[config.mk]
export PLATFORM = sky130hd
export DESIGN_NAME = bcs_counter
export DESIGN_NICKNAME = d
export VERILOG_FILES = /design/src/bcs_store.v /design/src/bcs_counter.v
export VERILOG_INCLUDE_DIRS = /design/src
export SDC_FILE = /design/constraint.sdc
export NUM_CORES = 1
export LEC_CHECK = 0
export BUFFER_PORTS_ARGS = -buffer_cell sky130_fd_sc_hd__buf_2
export CORE_UTILIZATION = 30
export DETAILED_ROUTE_END_ITERATION = 7
export GPL_TIMING_DRIVEN = 0
export SLEW_MARGIN = 0
export SYNTH_ARGS = -nofsm -noshare
export SYNTH_HDL_FRONTEND = slang
export SYNTH_SLANG_ARGS = --single-unit
[constraint.sdc]
create_clock -name CLK -period 5.15 [get_ports CLK]
set_clock_uncertainty 0.1 [all_clocks]
set_input_delay 0.2575 -clock CLK [delete_from_list [all_inputs] [get_ports CLK]]
set_output_delay 0.2575 -clock CLK [all_outputs]
set_load 0.03 [all_outputs]
[src/bcs_defs.vh]
// constants for the six-decade scan-preset counter
`ifndef BCS_DEFS_VH
`define BCS_DEFS_VH
`define BCS_NDIG 6
`define BCS_CLK_MHZ 40
`define BCS_BLANK_NS 4000
`define BCS_BLANK_CYC ((`BCS_BLANK_NS * `BCS_CLK_MHZ + 999) / 1000)
`define BCS_RAMP_CYC 400
`define BCS_CLR_NS 2000
`define BCS_CLR_CYC ((`BCS_CLR_NS * `BCS_CLK_MHZ + 999) / 1000)
`define BCS_SCANC_NS 30000
`define BCS_SCANC_CYC ((`BCS_SCANC_NS * `BCS_CLK_MHZ) / 1000)
`define BCS_CNT_PERIOD_NS 1000
`define BCS_CNT_MIN_CYC ((`BCS_CNT_PERIOD_NS * `BCS_CLK_MHZ) / 1000)
`define BCS_ZERO_DLY 4
`define BCS_DIG6 6'h20
`define BCS_RST_VALUE 24'h000000
`endif

[src/bcs_store.v]
// six-decade bcd store with per-decade load and registered contents
`timescale 1ns/1ps
`default_nettype none
module bcs_store #(
   parameter NDIG = 6
) (
   // clock and reset
   input wire CLK,
   input wire RST_N,
   // decade load
   input wire ld,
   input wire [NDIG-1:0] ld_sel,
   input wire [3:0] ld_data,
   // contents
   output reg [4*NDIG-1:0] q
);
   integer i;
   always @(posedge CLK or negedge RST_N) begin
      if (!RST_N) begin
         q <= {(4*NDIG){1'b0}};
      end else if (ld) begin
         for (i = 0; i < NDIG; i = i + 1) begin
            if (ld_sel[i]) begin
               q[4*i +: 4] <= ld_data;
            end
         end
      end
   end
endmodule // bcs_store
`default_nettype wire

[src/bcs_counter.v]
// six-decade up/down bcd counter with scan-driven preset and compare
// How it works
// - at most one of six digit strobes is ever high
// - bcd inputs read as zero while blanking, stale slot data cleared
// - pending preset loads the strobed bcd value; strobe 6 is most significant decade
// - every strobe held low during the blanking gap
// - free-running scan uses a fixed internal blanking length
// - external scan adds its low time to the fixed blanking
// - too-short external high time keeps blanking forever, no strobes
// - counter and register presets may run in the same scan cycle
// - counter and register bcd inputs may share one strobed source
// - counting down, match when equal to register, later zero at zero
// - count hold high ignores count pulses, feedback freezes count
// - clear or either preset releases a feedback freeze
// - count pulses accepted up to 1.0 MHz
// - match output is faster than zero output
// - preset latched before strobe rise, data taken at strobe fall, counting blocked
// - scan visits digit 6 down to digit 1
`timescale 1ns/1ps
`default_nettype none
`include "bcs_defs.vh"
module bcs_counter #(
   parameter NDIG = 6,
   parameter RAMP_CYC = `BCS_RAMP_CYC,
   parameter SCANC_CYC = `BCS_SCANC_CYC
) (
   // clock and reset
   input wire CLK,
   input wire RST_N,
   // scan control
   input wire SCAN_EXT_EN,
   input wire SCAN_IN,
   input wire SCAN_SET,
   output reg [NDIG-1:0] DIGIT,
   output reg BLANKING,
   // preset sources
   input wire [3:0] CNT_BCD,
   input wire [3:0] REG_BCD,
   input wire LOAD_CNT,
   input wire LOAD_REG,
   // counting
   input wire COUNT,
   input wire UP_DN,
   input wire COUNT_HOLD,
   input wire CLEAR,
   input wire STORE,
   input wire LEADING_BLANK_CTRL,
   // results
   output reg [4*NDIG-1:0] COUNT_VAL,
   output reg [3:0] BCD_OUT,
   output reg BCD_OUT_BLANK,
   output reg MATCH,
   output reg ZERO,
   output reg CARRY
);
   localparam [2:0] ST_BLANK = 3'b001;
   localparam [2:0] ST_STROBE = 3'b010;
   localparam [2:0] ST_HOLD = 3'b100;
   localparam [15:0] BLANK_CYC = `BCS_BLANK_CYC;
   localparam [15:0] RAMP = RAMP_CYC;
   localparam [15:0] SCANC = SCANC_CYC;
   localparam [15:0] CNT_MIN = `BCS_CNT_MIN_CYC;
   localparam [15:0] CLR_CYC = `BCS_CLR_CYC;
   // timer runs down to zero inclusive, so load one less
   localparam [15:0] BLANK_LD = BLANK_CYC - 16'h0001;

   // bcd digit step with carry or borrow
   function [4:0] bcd_step;
      input [3:0] d;
      input up;
      begin
         if (up) begin
            bcd_step = (d >= 4'h9) ? {1'b1, 4'h0} : {1'b0, d + 4'h1};
         end else begin
            bcd_step = (d == 4'h0) ? {1'b1, 4'h9} : {1'b0, d - 4'h1};
         end
      end
   endfunction

   reg [2:0] st_r, st_nxt;
   reg [15:0] tmr_r;
   reg [NDIG-1:0] slot_r;
   reg scan_d_r, high_ok_r;
   reg [15:0] high_cnt_r;
   reg ld_cnt_r, ld_reg_r;
   reg [15:0] clr_cnt_r;
   reg count_d_r;
   reg [15:0] gap_r;
   reg [4*NDIG-1:0] latch_r;
   reg [NDIG-1:0] lead_r;
   reg [3:0] zero_sh_r;
   reg [4*NDIG-1:0] nxt_val;
   reg c;
   reg [4:0] s;
   reg [3:0] sel_cnt, sel_reg;
   integer i, j, k;
   wire [4*NDIG-1:0] reg_val;
   wire slot_end;
   wire strobe_fall;
   wire count_edge;
   wire clr_now;
   wire cnt_frozen;

   // external scan: strobe ends as soon as scan is low, even if drive starts mid-slot
   assign slot_end = SCAN_EXT_EN ? ~SCAN_IN : (tmr_r == 16'h0000);
   assign strobe_fall = (st_r == ST_STROBE) & slot_end;

   always @* begin
      st_nxt = st_r;
      case (st_r)
         ST_BLANK: begin
            // fixed gap, counted only once external scan is high
            if (tmr_r == 16'h0000 && (!SCAN_EXT_EN || (SCAN_IN && high_ok_r))) begin
               st_nxt = ST_STROBE;
            end
         end
         ST_STROBE: begin
            if (slot_end) begin
               st_nxt = ST_BLANK;
            end
         end
         ST_HOLD: begin
            if (!SCAN_SET) begin
               st_nxt = ST_BLANK;
            end
         end
         default: st_nxt = ST_BLANK;
      endcase
      if (SCAN_SET) begin
         st_nxt = ST_HOLD;
      end
   end

   // scan sequencer
   always @(posedge CLK or negedge RST_N) begin
      if (!RST_N) begin
         st_r <= ST_BLANK;
         tmr_r <= BLANK_LD; // first strobe only after a full gap
         slot_r <= `BCS_DIG6;
         scan_d_r <= 1'b0;
         high_cnt_r <= 16'h0000;
         high_ok_r <= 1'b1;
      end else begin
         st_r <= st_nxt;
         scan_d_r <= SCAN_IN;
         // short external high time poisons the blanking circuit
         if (SCAN_EXT_EN && SCAN_IN) begin
            if (high_cnt_r != 16'hFFFF) begin
               high_cnt_r <= high_cnt_r + 16'h0001;
            end
         end else begin
            high_cnt_r <= 16'h0000;
         end
         if (!SCAN_EXT_EN) begin
            high_ok_r <= 1'b1;
         end else if (scan_d_r && !SCAN_IN && high_cnt_r < SCANC) begin
            high_ok_r <= 1'b0;
         end
         if (st_nxt == ST_BLANK && st_r != ST_BLANK) begin
            tmr_r <= BLANK_LD;
         end else if (st_r == ST_BLANK && SCAN_EXT_EN && !SCAN_IN) begin
            tmr_r <= BLANK_LD; // low time adds to the fixed gap
         end else if (st_nxt == ST_STROBE && st_r != ST_STROBE) begin
            tmr_r <= RAMP;
         end else if (tmr_r != 16'h0000) begin
            tmr_r <= tmr_r - 16'h0001;
         end
         if (SCAN_SET) begin
            slot_r <= `BCS_DIG6;
         end else if (strobe_fall) begin
            // 6 down to 1, then wrap
            slot_r <= slot_r[0] ? `BCS_DIG6 : (slot_r >> 1);
         end
      end
   end

   // strobes gated by blanking; one-hot slot keeps them exclusive
   always @(posedge CLK or negedge RST_N) begin
      if (!RST_N) begin
         DIGIT <= {NDIG{1'b0}};
         BLANKING <= 1'b1;
      end else begin
         DIGIT <= (st_nxt == ST_STROBE) ? slot_r : {NDIG{1'b0}};
         BLANKING <= (st_nxt != ST_STROBE);
      end
   end

   // precharge: inputs read as zero outside a strobe
   always @* begin
      sel_cnt = (st_r == ST_STROBE) ? CNT_BCD : 4'h0;
      sel_reg = (st_r == ST_STROBE) ? REG_BCD : 4'h0;
   end

   // preset requests latched in blanking, dropped only at next blanking
   always @(posedge CLK or negedge RST_N) begin
      if (!RST_N) begin
         ld_cnt_r <= 1'b0;
         ld_reg_r <= 1'b0;
      end else if (st_r != ST_STROBE) begin
         ld_cnt_r <= LOAD_CNT;
         ld_reg_r <= LOAD_REG;
      end
   end

   // register store; independent of counter preset
   bcs_store #(.NDIG(NDIG)) u_reg (
      .CLK(CLK),
      .RST_N(RST_N),
      .ld(strobe_fall & ld_reg_r),
      .ld_sel(slot_r),
      .ld_data(sel_reg),
      .q(reg_val)
   );

   // count edge detect, minimum spacing bounds the 1 MHz rate
   assign count_edge = COUNT & ~count_d_r & (gap_r == 16'h0000);
   assign clr_now = (clr_cnt_r >= CLR_CYC);
   assign cnt_frozen = COUNT_HOLD | ld_cnt_r;

   always @* begin
      nxt_val = COUNT_VAL;
      c = 1'b1;
      s = 5'h00;
      for (i = 0; i < NDIG; i = i + 1) begin
         s = bcd_step(COUNT_VAL[4*i +: 4], UP_DN);
         if (c) begin
            nxt_val[4*i +: 4] = s[3:0];
         end
         c = c & s[4];
      end
   end

   always @(posedge CLK or negedge RST_N) begin
      if (!RST_N) begin
         COUNT_VAL <= `BCS_RST_VALUE;
         count_d_r <= 1'b0;
         gap_r <= 16'h0000;
         clr_cnt_r <= 16'h0000;
         CARRY <= 1'b0;
      end else begin
         count_d_r <= COUNT;
         if (count_edge) begin
            gap_r <= CNT_MIN - 16'h0001;
         end else if (gap_r != 16'h0000) begin
            gap_r <= gap_r - 16'h0001;
         end
         clr_cnt_r <= CLEAR ? (clr_now ? clr_cnt_r : clr_cnt_r + 16'h0001) : 16'h0000;
         CARRY <= 1'b0;
         if (clr_now) begin
            COUNT_VAL <= {(4*NDIG){1'b0}};
         end else if (strobe_fall && ld_cnt_r) begin
            for (j = 0; j < NDIG; j = j + 1) begin
               if (slot_r[j]) begin
                  COUNT_VAL[4*j +: 4] <= sel_cnt;
               end
            end
         end else if (count_edge && !cnt_frozen) begin
            COUNT_VAL <= nxt_val;
            CARRY <= c;
         end
      end
   end

   // match registered at once; zero goes through an extra delay line
   always @(posedge CLK or negedge RST_N) begin
      if (!RST_N) begin
         MATCH <= 1'b0;
         ZERO <= 1'b0;
         zero_sh_r <= 4'h0;
      end else begin
         // suppressed during counter preset; a preset changes the value and so frees the hold
         MATCH <= ~ld_cnt_r & (COUNT_VAL == reg_val);
         zero_sh_r <= {zero_sh_r[2:0], ~ld_cnt_r & (COUNT_VAL == {(4*NDIG){1'b0}})};
         ZERO <= zero_sh_r[`BCS_ZERO_DLY-1] & ~ld_cnt_r;
      end
   end

   // store latch and digit readout, most significant first
   always @(posedge CLK or negedge RST_N) begin
      if (!RST_N) begin
         latch_r <= {(4*NDIG){1'b0}};
         lead_r <= {NDIG{1'b1}};
         BCD_OUT <= 4'h0;
         BCD_OUT_BLANK <= 1'b0;
      end else begin
         if (!STORE) begin
            latch_r <= COUNT_VAL;
         end
         // leading_blank flags: digit is zero and all higher ones are too; digit 1 is never flagged
         lead_r[NDIG-1] <= (latch_r[4*NDIG-1 -: 4] == 4'h0);
         for (k = NDIG - 2; k >= 0; k = k - 1) begin
            lead_r[k] <= lead_r[k+1] & (latch_r[4*k +: 4] == 4'h0) & (k != 0);
         end
         BCD_OUT <= 4'h0;
         BCD_OUT_BLANK <= 1'b1;
         for (k = 0; k < NDIG; k = k + 1) begin
            if (slot_r[k] && st_nxt == ST_STROBE) begin
               BCD_OUT <= latch_r[4*k +: 4];
               BCD_OUT_BLANK <= ~LEADING_BLANK_CTRL & lead_r[k];
            end
         end
      end
   end
endmodule // bcs_counter
`default_nettype wire

==> reports/results.txt, run 1 <==
num ports: 60
Critical Path Fanout Max: 9
Clock Path Buffers: 2
1st-iter DRT viols: 669
Root Buffer: clkbuf_16
post-route total power: 3.184 mW
worst r2r path cells: 9
fin. max-slew vios: 0
final setup violation count: 0
drt drc: 0
Leak: 4.803 nW
Worst R2R Setup Slack: 2.05 ns
Multi-input gate area: 4523 sq um
Synthesis Warnings: 0
Slew headroom: 0.2122
Syn Nets: 965
placed cell count: 1370
Std-Cell Rows: 63
Cell Area, Placed: 10050 sq um
reg2reg start: tmr_r[0]
CP Launch Type: flip-flop
most used flip-flop cell after synthesis: dfrtp_1
First-pass DRT Iterations: 5
Critical Path Sink Type: flip-flop
minimum clock period: 3.104 ns
wire per inst: 17.06 um
first-pass GRT wire length: 38.36 mm
fmax: 322.2 MHz
Nets: 1050
final core occ: 0.3587
CTS Buf Count: 17
# diodes: 0
number of port buffers: 58
HP Class: in2reg
worst skew pair latency: 0.43 ns
Final Hold Viols: 0
asr flop ratio synth: 1.000
Max Cap Viol: 0
Critical path origin: tmr_r[0]
Layout Area Growth over Synthesis: 16.31%
critical path class: reg2reg
CP Data Arrival Time: 3.31 ns
design area: 10740 sq um
vias: 7290
synth unique cells: 73
vertical die dimension: 177.5 um
Antenna Violating Nets Remaining: 0
pre-CTS setup slack: 2.136 ns
vias per inst: 5.174
share of cells above drive strength 1: 0.1796
CTS sink count: 175
RSZ-0062 raised after global routing: false
die width: 177.5 um
Post-synth EDFFs: 0
hold_ws: 0.02996 ns
r2r endpoint: COUNT_VAL[20]
GRT Resource Usage Total: 0.1582
global route overflow: 0
Reg area: 4399 sq um
CP endpoint: COUNT_VAL[20]
status: finished clean
Reg clk slew, reported paths: 0.07 ns
CTS tree: built
largest net degree at the start of global routing: 113
initial antenna violation count: 0
gp weighted congestion: 0.8882
setup TNS: 0 ns
Worst-Margin Slew: 1.169 ns
final period utilization: 0.6027
filler cell count: 3067
detailed placement HPWL: 17.63 mm
peak supply drop: 0.0001800 V
Yosys reg bits: 175
Post-CTS Resized: 0
total die area: 31500 sq um
Post-Route WL: 24.04 mm
Initial Utilization: 0.3084
post-synthesis sequential area ratio: 0.4762
power density cells: 296.4 nW/um^2
setup ws final: 2.046 ns
vias in the first global route: 6959
H-tree depth: 4
post-synthesis instance area: 9238 sq um
CORE AREA: 29950 sq um
WP data required: 5.36 ns
average size of a mapped cell: 10.03 sq um
Layout Cells excl Fill: 1409
gate count after technology mapping: 921
==> routing by layer <==
metal / global-route usage / share of wire / vias up
li1: - / - / 3470
met1: 0.2254 / 0.47 / 3587
met5: 0 / 0 / -
met2: 0.2425 / 0.45 / 206
met3: 0.02742 / 0.057 / 27
met4: 0.04915 / 0.018 / 0
==> worst max-delay path, cell delays in order, from the launching register on <==
cell	delay, ns
dfstp_2	0.38
inv_1	0.08
ha_1	0.24
nor3b_1	0.30
and4_1	0.23
buf_4	0.16
a21oi_1	0.13
o21ai_0	0.93
nor2_1	0.12
mux2_2	0.31
==> power breakdown <==
part	internal (mW)	leakage [nW]	switching, mW	total [mW]
combinational	0.114	2.18	0.154	0.268
clock	0.789	0.297	0.584	1.37
sequential	1.45	2.33	0.0892	1.54
==> worst min-delay path by stage <==
stage	start	slack, ns	to	cells after the start
after global placement	zero_sh_r[0]	0.23	zero_sh_r[1]	0
after detailed placement	RST_N	0.14	u_reg.q[8]	1
after global routing	CLEAR	0.03	clr_cnt_r[1]	2
after floorplan	RST_N	-0.14	BCD_OUT[0]	0
final	CLEAR	0.03	clr_cnt_r[7]	2
after CTS	CLEAR	0.02	clr_cnt_r[1]	2
==> sequential cells by signal, indices dropped and copies added (netlist names) <==
signal / count
COUNT_VAL: 24
latch_r: 24
u_reg.q: 24
clr_cnt_r: 16
gap_r: 16
high_cnt_r: 16
tmr_r: 16
DIGIT: 6
lead_r: 6
slot_r: 6
BCD_OUT: 4
zero_sh_r: 4
st_r: 3
BCD_OUT_BLANK: 1
BLANKING: 1
CARRY: 1
MATCH: 1
ZERO: 1
count_d_r: 1
high_ok_r: 1
ld_cnt_r: 1
ld_reg_r: 1
scan_d_r: 1
==> placed cells by master, fill, tap and decap left out, drive strengths merged, types with 23 or more instances in the layout <==
cell type / synthesis / final
and2: 28 / 28
dfrtp: 159 / 159
clkbuf: 30 / 49
a21oi: 55 / 55
nand2: 72 / 72
buf: 12 / 71
ha: 23 / 23
xnor2: 32 / 32
nor3: 35 / 35
inv: 33 / 37
o21ai: 57 / 57
nand3: 26 / 26
nor2: 60 / 60
xor2: 27 / 27
mux2: 45 / 45
==> Yosys cell counts, types with 27 or more instances <==
cell | number | area share
a21oi_1 | 55 | 0.030
and2_1 | 28 | 0.019
clkbuf_1 | 30 | 0.012
dfrtp_1 | 159 | 0.43
inv_1 | 32 | 0.013
mux2_2 | 41 | 0.050
nand2_1 | 67 | 0.027
nor2_1 | 60 | 0.024
nor3_1 | 35 | 0.019
o21ai_0 | 48 | 0.026
xnor2_1 | 32 | 0.030
xor2_1 | 27 | 0.026
==> cells by family (layout without fill, tap and decap cells) <==
family | after synthesis | count (layout) | synth area share
compound gates | 202 | 202 | 0.1436
xor+xnor | 59 | 59 | 0.05594
fa+ha+maj | 23 | 23 | 0.03115
buf+inv | 76 | 174 | 0.03413
flops | 175 | 175 | 0.4762
mux | 51 | 51 | 0.06258
other cells | 1 | 1 | 0.0004059
simple gates | 334 | 334 | 0.1960
==> what timing repair did <==
item / in CTS / in global routing
endpoints found under the hold margin: 69 / 0
buffers inserted: 0 / 0
hold buffers: 7 / 0
==> layout make-up <==
cell class                 instances  share of cell area
inverter                          34             0.01188
multi-input combinational        670              0.4210
sequential                       175              0.4095
timing repair buffer              66             0.03703
clock inverter                    13             0.01654
buffer                            42             0.01747
tap                              390             0.04542
clock buffer                      19             0.04122
Note: power is estimated with default switching activity, not from simulation.
==> inputs of run 2 (changes only) <==
--- a/config.mk
+++ b/config.mk
@@ -6,6 +6,7 @@
 export SDC_FILE = /design/constraint.sdc
 export NUM_CORES = 1
 export LEC_CHECK = 0
+export ABC_AREA = 1
 export BUFFER_PORTS_ARGS = -buffer_cell sky130_fd_sc_hd__buf_2
 export CORE_UTILIZATION = 30
 export DETAILED_ROUTE_END_ITERATION = 7
==> constraint.sdc (replaced) <==
create_clock -name CLK -period 2.5 [get_ports CLK]
set_clock_uncertainty 0.1 [all_clocks]
set_input_delay 0.125 -clock CLK [delete_from_list [all_inputs] [get_ports CLK]]
set_output_delay 0.125 -clock CLK [all_outputs]
set_load 0.03 [all_outputs]
==> run 2 against run 1 <==
  * Area after synthesis is 0.47% lower
  * Hold slack got worse by 0.0068 ns
  * Die area is 0.47% lower
  * Non-clock buffer count decreased by 13
  * Clock power is 92% higher
  * Flip-flop and latch count stayed put
  * Routed wire length is 2.3% lower
  * Synthesized cell count grew 18%
  * First-iteration DRC count decreased by 0.75%
  * Utilization is 0.37 points higher
  * Largest cell class is now registers
  * Largest power group unchanged
  * Highest routed layer unchanged
==> reports/results.txt, run 2 <==
Critical path origin: COUNT_VAL[1]
Yosys reg bits: 175
Critical Path Fanout Max: 8
post-synthesis sequential area ratio: 0.4785
Layout Area Growth over Synthesis: 17.76%
HP Class: in2reg
fmax: 419.3 MHz
CP endpoint: COUNT_VAL[22]
Max Cap Viol: 0
gate count after technology mapping: 1091
First-pass DRT Iterations: 7
share of cells above drive strength 1: 0.1718
gp weighted congestion: 0.9025
reg2reg start: COUNT_VAL[1]
Clock Path Buffers: 2
Post-synth EDFFs: 0
CTS sink count: 175
top cells by count, synth: 201 x nand2_1, 159 x dfrtp_1, 147 x inv_1
setup ws final: 0.1152 ns
power density cells: 618.7 nW/um^2
CP Data Arrival Time: 2.59 ns
pre-CTS setup slack: -0.1177 ns
Reg clk slew, reported paths: 0.07 ns
peak supply drop: 0.0004286 V
Critical Path Sink Type: flip-flop
final period utilization: 0.9539
average size of a mapped cell: 8.427 sq um
vias: 7657
# diodes: 0
minimum clock period: 2.385 ns
die width: 177.1 um
fin. max-slew vios: 0
status: finished clean
Synthesis Warnings: 0
drt drc: 0
Initial Utilization: 0.3077
H-tree depth: 4
vertical die dimension: 177.1 um
Post-Route WL: 23.49 mm
Hold Startpoint: STORE
most used flip-flop cell after synthesis: dfrtp_1
largest net degree at the start of global routing: 113
WP data required: 2.70 ns
initial antenna violation count: 0
sequential power share: 0.482
Int Power: 4.752 mW
global route overflow: 0
CORE AREA: 29870 sq um
vias per inst: 4.819
CTS Buf Count: 17
r2r endpoint: COUNT_VAL[22]
CTS tree: built
post-synthesis instance area: 9194 sq um
worst r2r path cells: 13
number of port buffers: 58
critical path class: reg2reg
hold_ws: 0.02315 ns
Std-Cell Rows: 63
setup TNS: 0 ns
final setup violation count: 0
worst skew pair latency: 0.43 ns
biggest regs: COUNT_VAL (24), latch_r (24), u_reg.q (24)
CP Launch Type: flip-flop
Syn Nets: 1135
wire per inst: 14.79 um
Antenna Violating Nets Remaining: 0
design area: 10830 sq um
most frequent cells in the layout: 199 x nand2_1, 156 x dfrtp_1, 140 x inv_1, 105 x nor2_1, 93 x o21ai_0
Root Buffer: clkbuf_16
Leak: 5.062 nW
Slew headroom: 0.4213
combinational share of power: 0.126
synth unique cells: 53
Clk network pwr share: 0.392
filler cell count: 3060
1st-iter DRT viols: 664
sw power: 1.947 mW
most common cell in the netlist: nand2_1
largest cells by area after synthesis: dfrtp_1 43%, nand2_1 8.2%, inv_1 6.0%, o21ai_0 5.2%, dfstp_2 4.6%
RSZ-0062 raised after global routing: true
vias in the first global route: 7315
total die area: 31350 sq um
Worst-Margin Slew: 0.8680 ns
Worst R2R Setup Slack: 0.12 ns
most common cell after layout, fill and taps aside: nand2_1
GRT Resource Usage Total: 0.1557
asr flop ratio synth: 1.000
area leader, netlist: dfrtp_1
Nets: 1230
final core occ: 0.3624
detailed placement HPWL: 17.51 mm
Switching Share: 0.2906
num ports: 60
area share of the largest cell type after synthesis: 0.4328
Final Hold Viols: 0
Cell Area, Placed: 10010 sq um
first-pass GRT wire length: 38.05 mm
run 2: cell count changes after synthesis, moves of 23 or more:
| cell | before | now |
|---|---|---|
| a21oi_1 | 55 | 29 |
| and2_1 | 28 | 0 |
| inv_1 | 32 | 147 |
| mux2_2 | 41 | 18 |
| nand2_1 | 67 | 201 |
| nor2_1 | 60 | 108 |
| o21ai_0 | 48 | 95 |
run 2: critical path, cell delays in order (launching register included):
cell and delay (ns):
dfrtp_2 0.45, inv_4 0.10, ha_1 0.19, nand2_1 0.11, nor2_1 0.15, nand2_1 0.11, nand2_2 0.13, nand2_2 0.10
nor3_4 0.24, nand3_1 0.14, nand2_1 0.13, nand3_4 0.12, nand2_1 0.08, o21ai_1 0.08
run 2: worst min path at each step:
stage	slack, ns	to	cells past startpoint
after floorplan	-0.27	BCD_OUT[0]	0
after global placement	0.16	count_d_r	1
after detailed placement	0.15	count_d_r	1
after CTS	0.01	u_reg.q[5]	5
after global routing	0.04	u_reg.q[5]	5
final	0.02	latch_r[4]	2
run 2: layout make-up:
| type | instances | area (sq um) | area share |
|---|---|---|---|
| Sequential cell | 175 | 4403 | 0.4067 |
| Multi-Input combinational cell | 742 | 4199 | 0.3878 |
| Inverter | 155 | 591.8 | 0.05466 |
| Tap cell | 390 | 488.0 | 0.04507 |
| Timing Repair Buffer | 76 | 478.0 | 0.04415 |
| Clock buffer | 18 | 429.2 | 0.03964 |
| Clock inverter | 14 | 153.9 | 0.01421 |
| Buffer | 19 | 83.83 | 0.007743 |
run 2: logic make-up (layout without fill, tap and decap cells):
family / count (synthesis) / in the layout / share of synthesized area
AO/OA/AOI/OAI: 193 / 193 / 0.1199
XOR/XNOR: 45 / 45 / 0.04287
adder cells (fa/ha/maj): 23 / 23 / 0.03130
buffers and inverters: 174 / 282 / 0.07267
flip-flops: 175 / 175 / 0.4785
multiplexers: 18 / 18 / 0.02205
other: 1 / 1 / 0.0004079
AND/OR/NAND/NOR: 462 / 462 / 0.2323
run 2: per-layer routing:
metal / up-vias / global-route usage / share of wire
met4: 0 / 0.04849 / 0.015
met2: 231 / 0.2308 / 0.44
li1: 3781 / - / -
met5: - / 0 / 0
met3: 22 / 0.03157 / 0.060
met1: 3623 / 0.2250 / 0.49
run 2: what timing repair did:
action,CTS,global route
endpoints found under the hold margin,124,0
cloned,0,0
setup buffers,0,8
pin swaps,1,5
endpoints found under the setup margin,10,47
gates resized for setup,6,25
hold buffers,9,0
run 2: power groups by stage:
stage	Clock, mW	Sequential, mW	Combinational (mW)
after floorplan	0	3.25	0.545
after global placement	0	3.26	0.784
after detailed placement	0	3.26	0.811
after CTS	2.71	3.21	0.825
after global routing	2.84	3.25	0.970
final	2.63	3.23	0.846
run 2: stage by stage:
stage / power [mW] / std cells
global placement: 4.040 / 1539
finish: 6.698 / 1589
CTS: 6.743 / 1581
global route: 7.056 / 1589
floorplan: 3.792 / 1091
detailed placement: 4.070 / 1540
==> inputs of run 3 (changes only) <==
--- a/config.mk
+++ b/config.mk
@@ -11,6 +11,7 @@
 export CORE_UTILIZATION = 30
 export DETAILED_ROUTE_END_ITERATION = 7
 export GPL_TIMING_DRIVEN = 0
+export SETUP_SLACK_MARGIN = 0.4
 export SLEW_MARGIN = 0
 export SYNTH_ARGS = -nofsm -noshare
 export SYNTH_HDL_FRONTEND = slang
==> run 3 against run 2 <==
  * Count of clock-buffer cells in the layout up 1
  * Clock power up 9.1%
  * Largest cell class is now multi-input combinational cells
  * Critical endpoint is now COUNT_VAL[11]
  * Routed wire length up 7.1%
  * Via count up 4.9%
  * First-iteration DRC count down 34%
  * Flip-flop and latch count unchanged
  * Cell count up 4.3%
  * Critical path type unchanged
==> reports/results.txt, run 3 (synthesized netlist as in run 2, its figures left out) <==
Nets: 1299
H-tree depth: 4
Antenna Violating Nets Remaining: 0
Critical Path Sink Type: flip-flop
filler cell count: 2936
Max Cap Viol: 0
status: finished clean
Layout Area Growth over Synthesis: 30.73%
total die area: 31350 sq um
worst skew pair latency: 0.44 ns
1st-iter DRT viols: 435
peak supply drop: 0.0004455 V
fin. max-slew vios: 0
Final Hold Viols: 0
largest net degree at the start of global routing: 94
CTS Buf Count: 17
final core occ: 0.4023
number of port buffers: 58
Reg clk slew, reported paths: 0.07 ns
CP Data Arrival Time: 2.50 ns
Critical Path Fanout Max: 8
HP Class: in2reg
post-route total power: 7.192 mW
CTS tree: built
Initial Utilization: 0.3077
Clock Path Buffers: 2
most frequent cells in the layout: 175 x nand2_1, 150 x dfrtp_1, 123 x inv_1, 85 x nor2_1, 82 x o21ai_0
power density cells: 598.4 nW/um^2
CORE AREA: 29870 sq um
detailed placement HPWL: 17.42 mm
die width: 177.1 um
num ports: 60
Leak: 5.542 nW
Cell Area, Placed: 10030 sq um
GRT Resource Usage Total: 0.1615
biggest regs: COUNT_VAL (24), latch_r (24), u_reg.q (24)
design area: 12020 sq um
Worst-Margin Slew: 0.7298 ns
initial antenna violation count: 0
CTS sink count: 175
wire per inst: 15.17 um
CP Launch Type: flip-flop
RSZ-0062 raised after global routing: true
# diodes: 0
Slew headroom: 0.5135
vias per inst: 4.846
global route overflow: 0
share of cells above drive strength 1: 0.2957
minimum clock period: 2.234 ns
vias: 8035
Post-Route WL: 25.16 mm
WP data required: 2.77 ns
vias in the first global route: 7648
Std-Cell Rows: 63
most common cell after layout, fill and taps aside: nand2_1
gp weighted congestion: 0.8784
vertical die dimension: 177.1 um
first-pass GRT wire length: 39.52 mm
First-pass DRT Iterations: 5
final setup violation count: 0
fmax: 447.6 MHz
drt drc: 0
final period utilization: 0.8937
Root Buffer: clkbuf_16
critical path class: reg2reg
run 3: cell count changes in the layout (fill, tap and decap cells not counted), sizes merged:
| cell | change |
|---|---|
| dlygate4sd3 | +1 |
| clkinvlp | +1 |
| clkbuf | +2 |
| clkinv | +1 |
| buf | +66 |
| bufinv | +3 |
| inv | -5 |
run 3: worst paths after layout:
path                            slack [ns]         start  cells after the start             to
worst max-delay path                  0.27      gap_r[0]                     13  COUNT_VAL[11]
worst min-delay path                0.0007         STORE                      2    latch_r[12]
worst max register to register        0.27      gap_r[0]                     13  COUNT_VAL[11]
worst min register to register        0.25  zero_sh_r[1]                      0   zero_sh_r[2]
max in group asynchronous             1.22         RST_N                      3   COUNT_VAL[5]
min in group asynchronous             0.19         RST_N                      2  high_cnt_r[2]
run 3: layout make-up:
type	instances	area, sq um	area share
Tap cell	390	488.0	0.04060
Clock buffer	19	442.9	0.03685
Inverter	155	618.1	0.05143
Clock inverter	13	187.7	0.01562
Buffer	19	96.34	0.008016
Timing Repair inverter	1	6.256	0.0005205
Sequential cell	175	4410	0.3670
Timing Repair Buffer	144	1037	0.08630
Multi-Input combinational cell	742	4732	0.3937
run 3: critical path, stage by stage, from the launching register on:
cell	delay, ns
dfrtp_1	0.40
inv_2	0.10
ha_4	0.15
inv_2	0.03
nor2_2	0.09
nand4_1	0.17
nor4_4	0.24
nand4_1	0.17
buf_6	0.17
nand2_8	0.10
nand2_4	0.06
nor2_4	0.21
nand2_1	0.08
o21ai_1	0.08
run 3: per-layer routing:
| metal | track usage | vias to the layer above | share of wire |
|---|---|---|---|
| li1 | - | 3927 | - |
| met1 | 0.2194 | 3862 | 0.46 |
| met2 | 0.2476 | 200 | 0.46 |
| met3 | 0.02942 | 46 | 0.049 |
| met4 | 0.07615 | 0 | 0.028 |
| met5 | 0 | - | 0 |
run 3: where the power goes:
group | leakage (nW) | internal [mW] | switching [mW] | total (mW)
combinational | 3.05 | 0.426 | 0.653 | 1.08
sequential | 2.19 | 3.04 | 0.205 | 3.24
clock | 0.300 | 1.70 | 1.17 | 2.87
run 3: through the flow:
step                setup WS (ns)  instances  TNS [ns]  hold WS [ns]
floorplan                  0.4068       1091         0       -0.2706
global placement           -1.991       1539   -271.01        0.1504
detailed placement        -0.1309       1540   -0.3756        0.1046
CTS                        0.3292       1619         0      0.009216
global route               0.1774       1658         0       0.04435
finish                     0.2658       1658         0     0.0007111
run 3: what timing repair did:
| action | CTS | global route |
|---|---|---|
| hold endpoints to repair | 100 | 0 |
| buffers inserted | 37 | 38 |
| setup endpoints to repair | 72 | 76 |
| gates resized for setup | 82 | 123 |
| hold buffers | 10 | 0 |
| gates cloned | 0 | 1 |
| pin swaps | 24 | 62 |
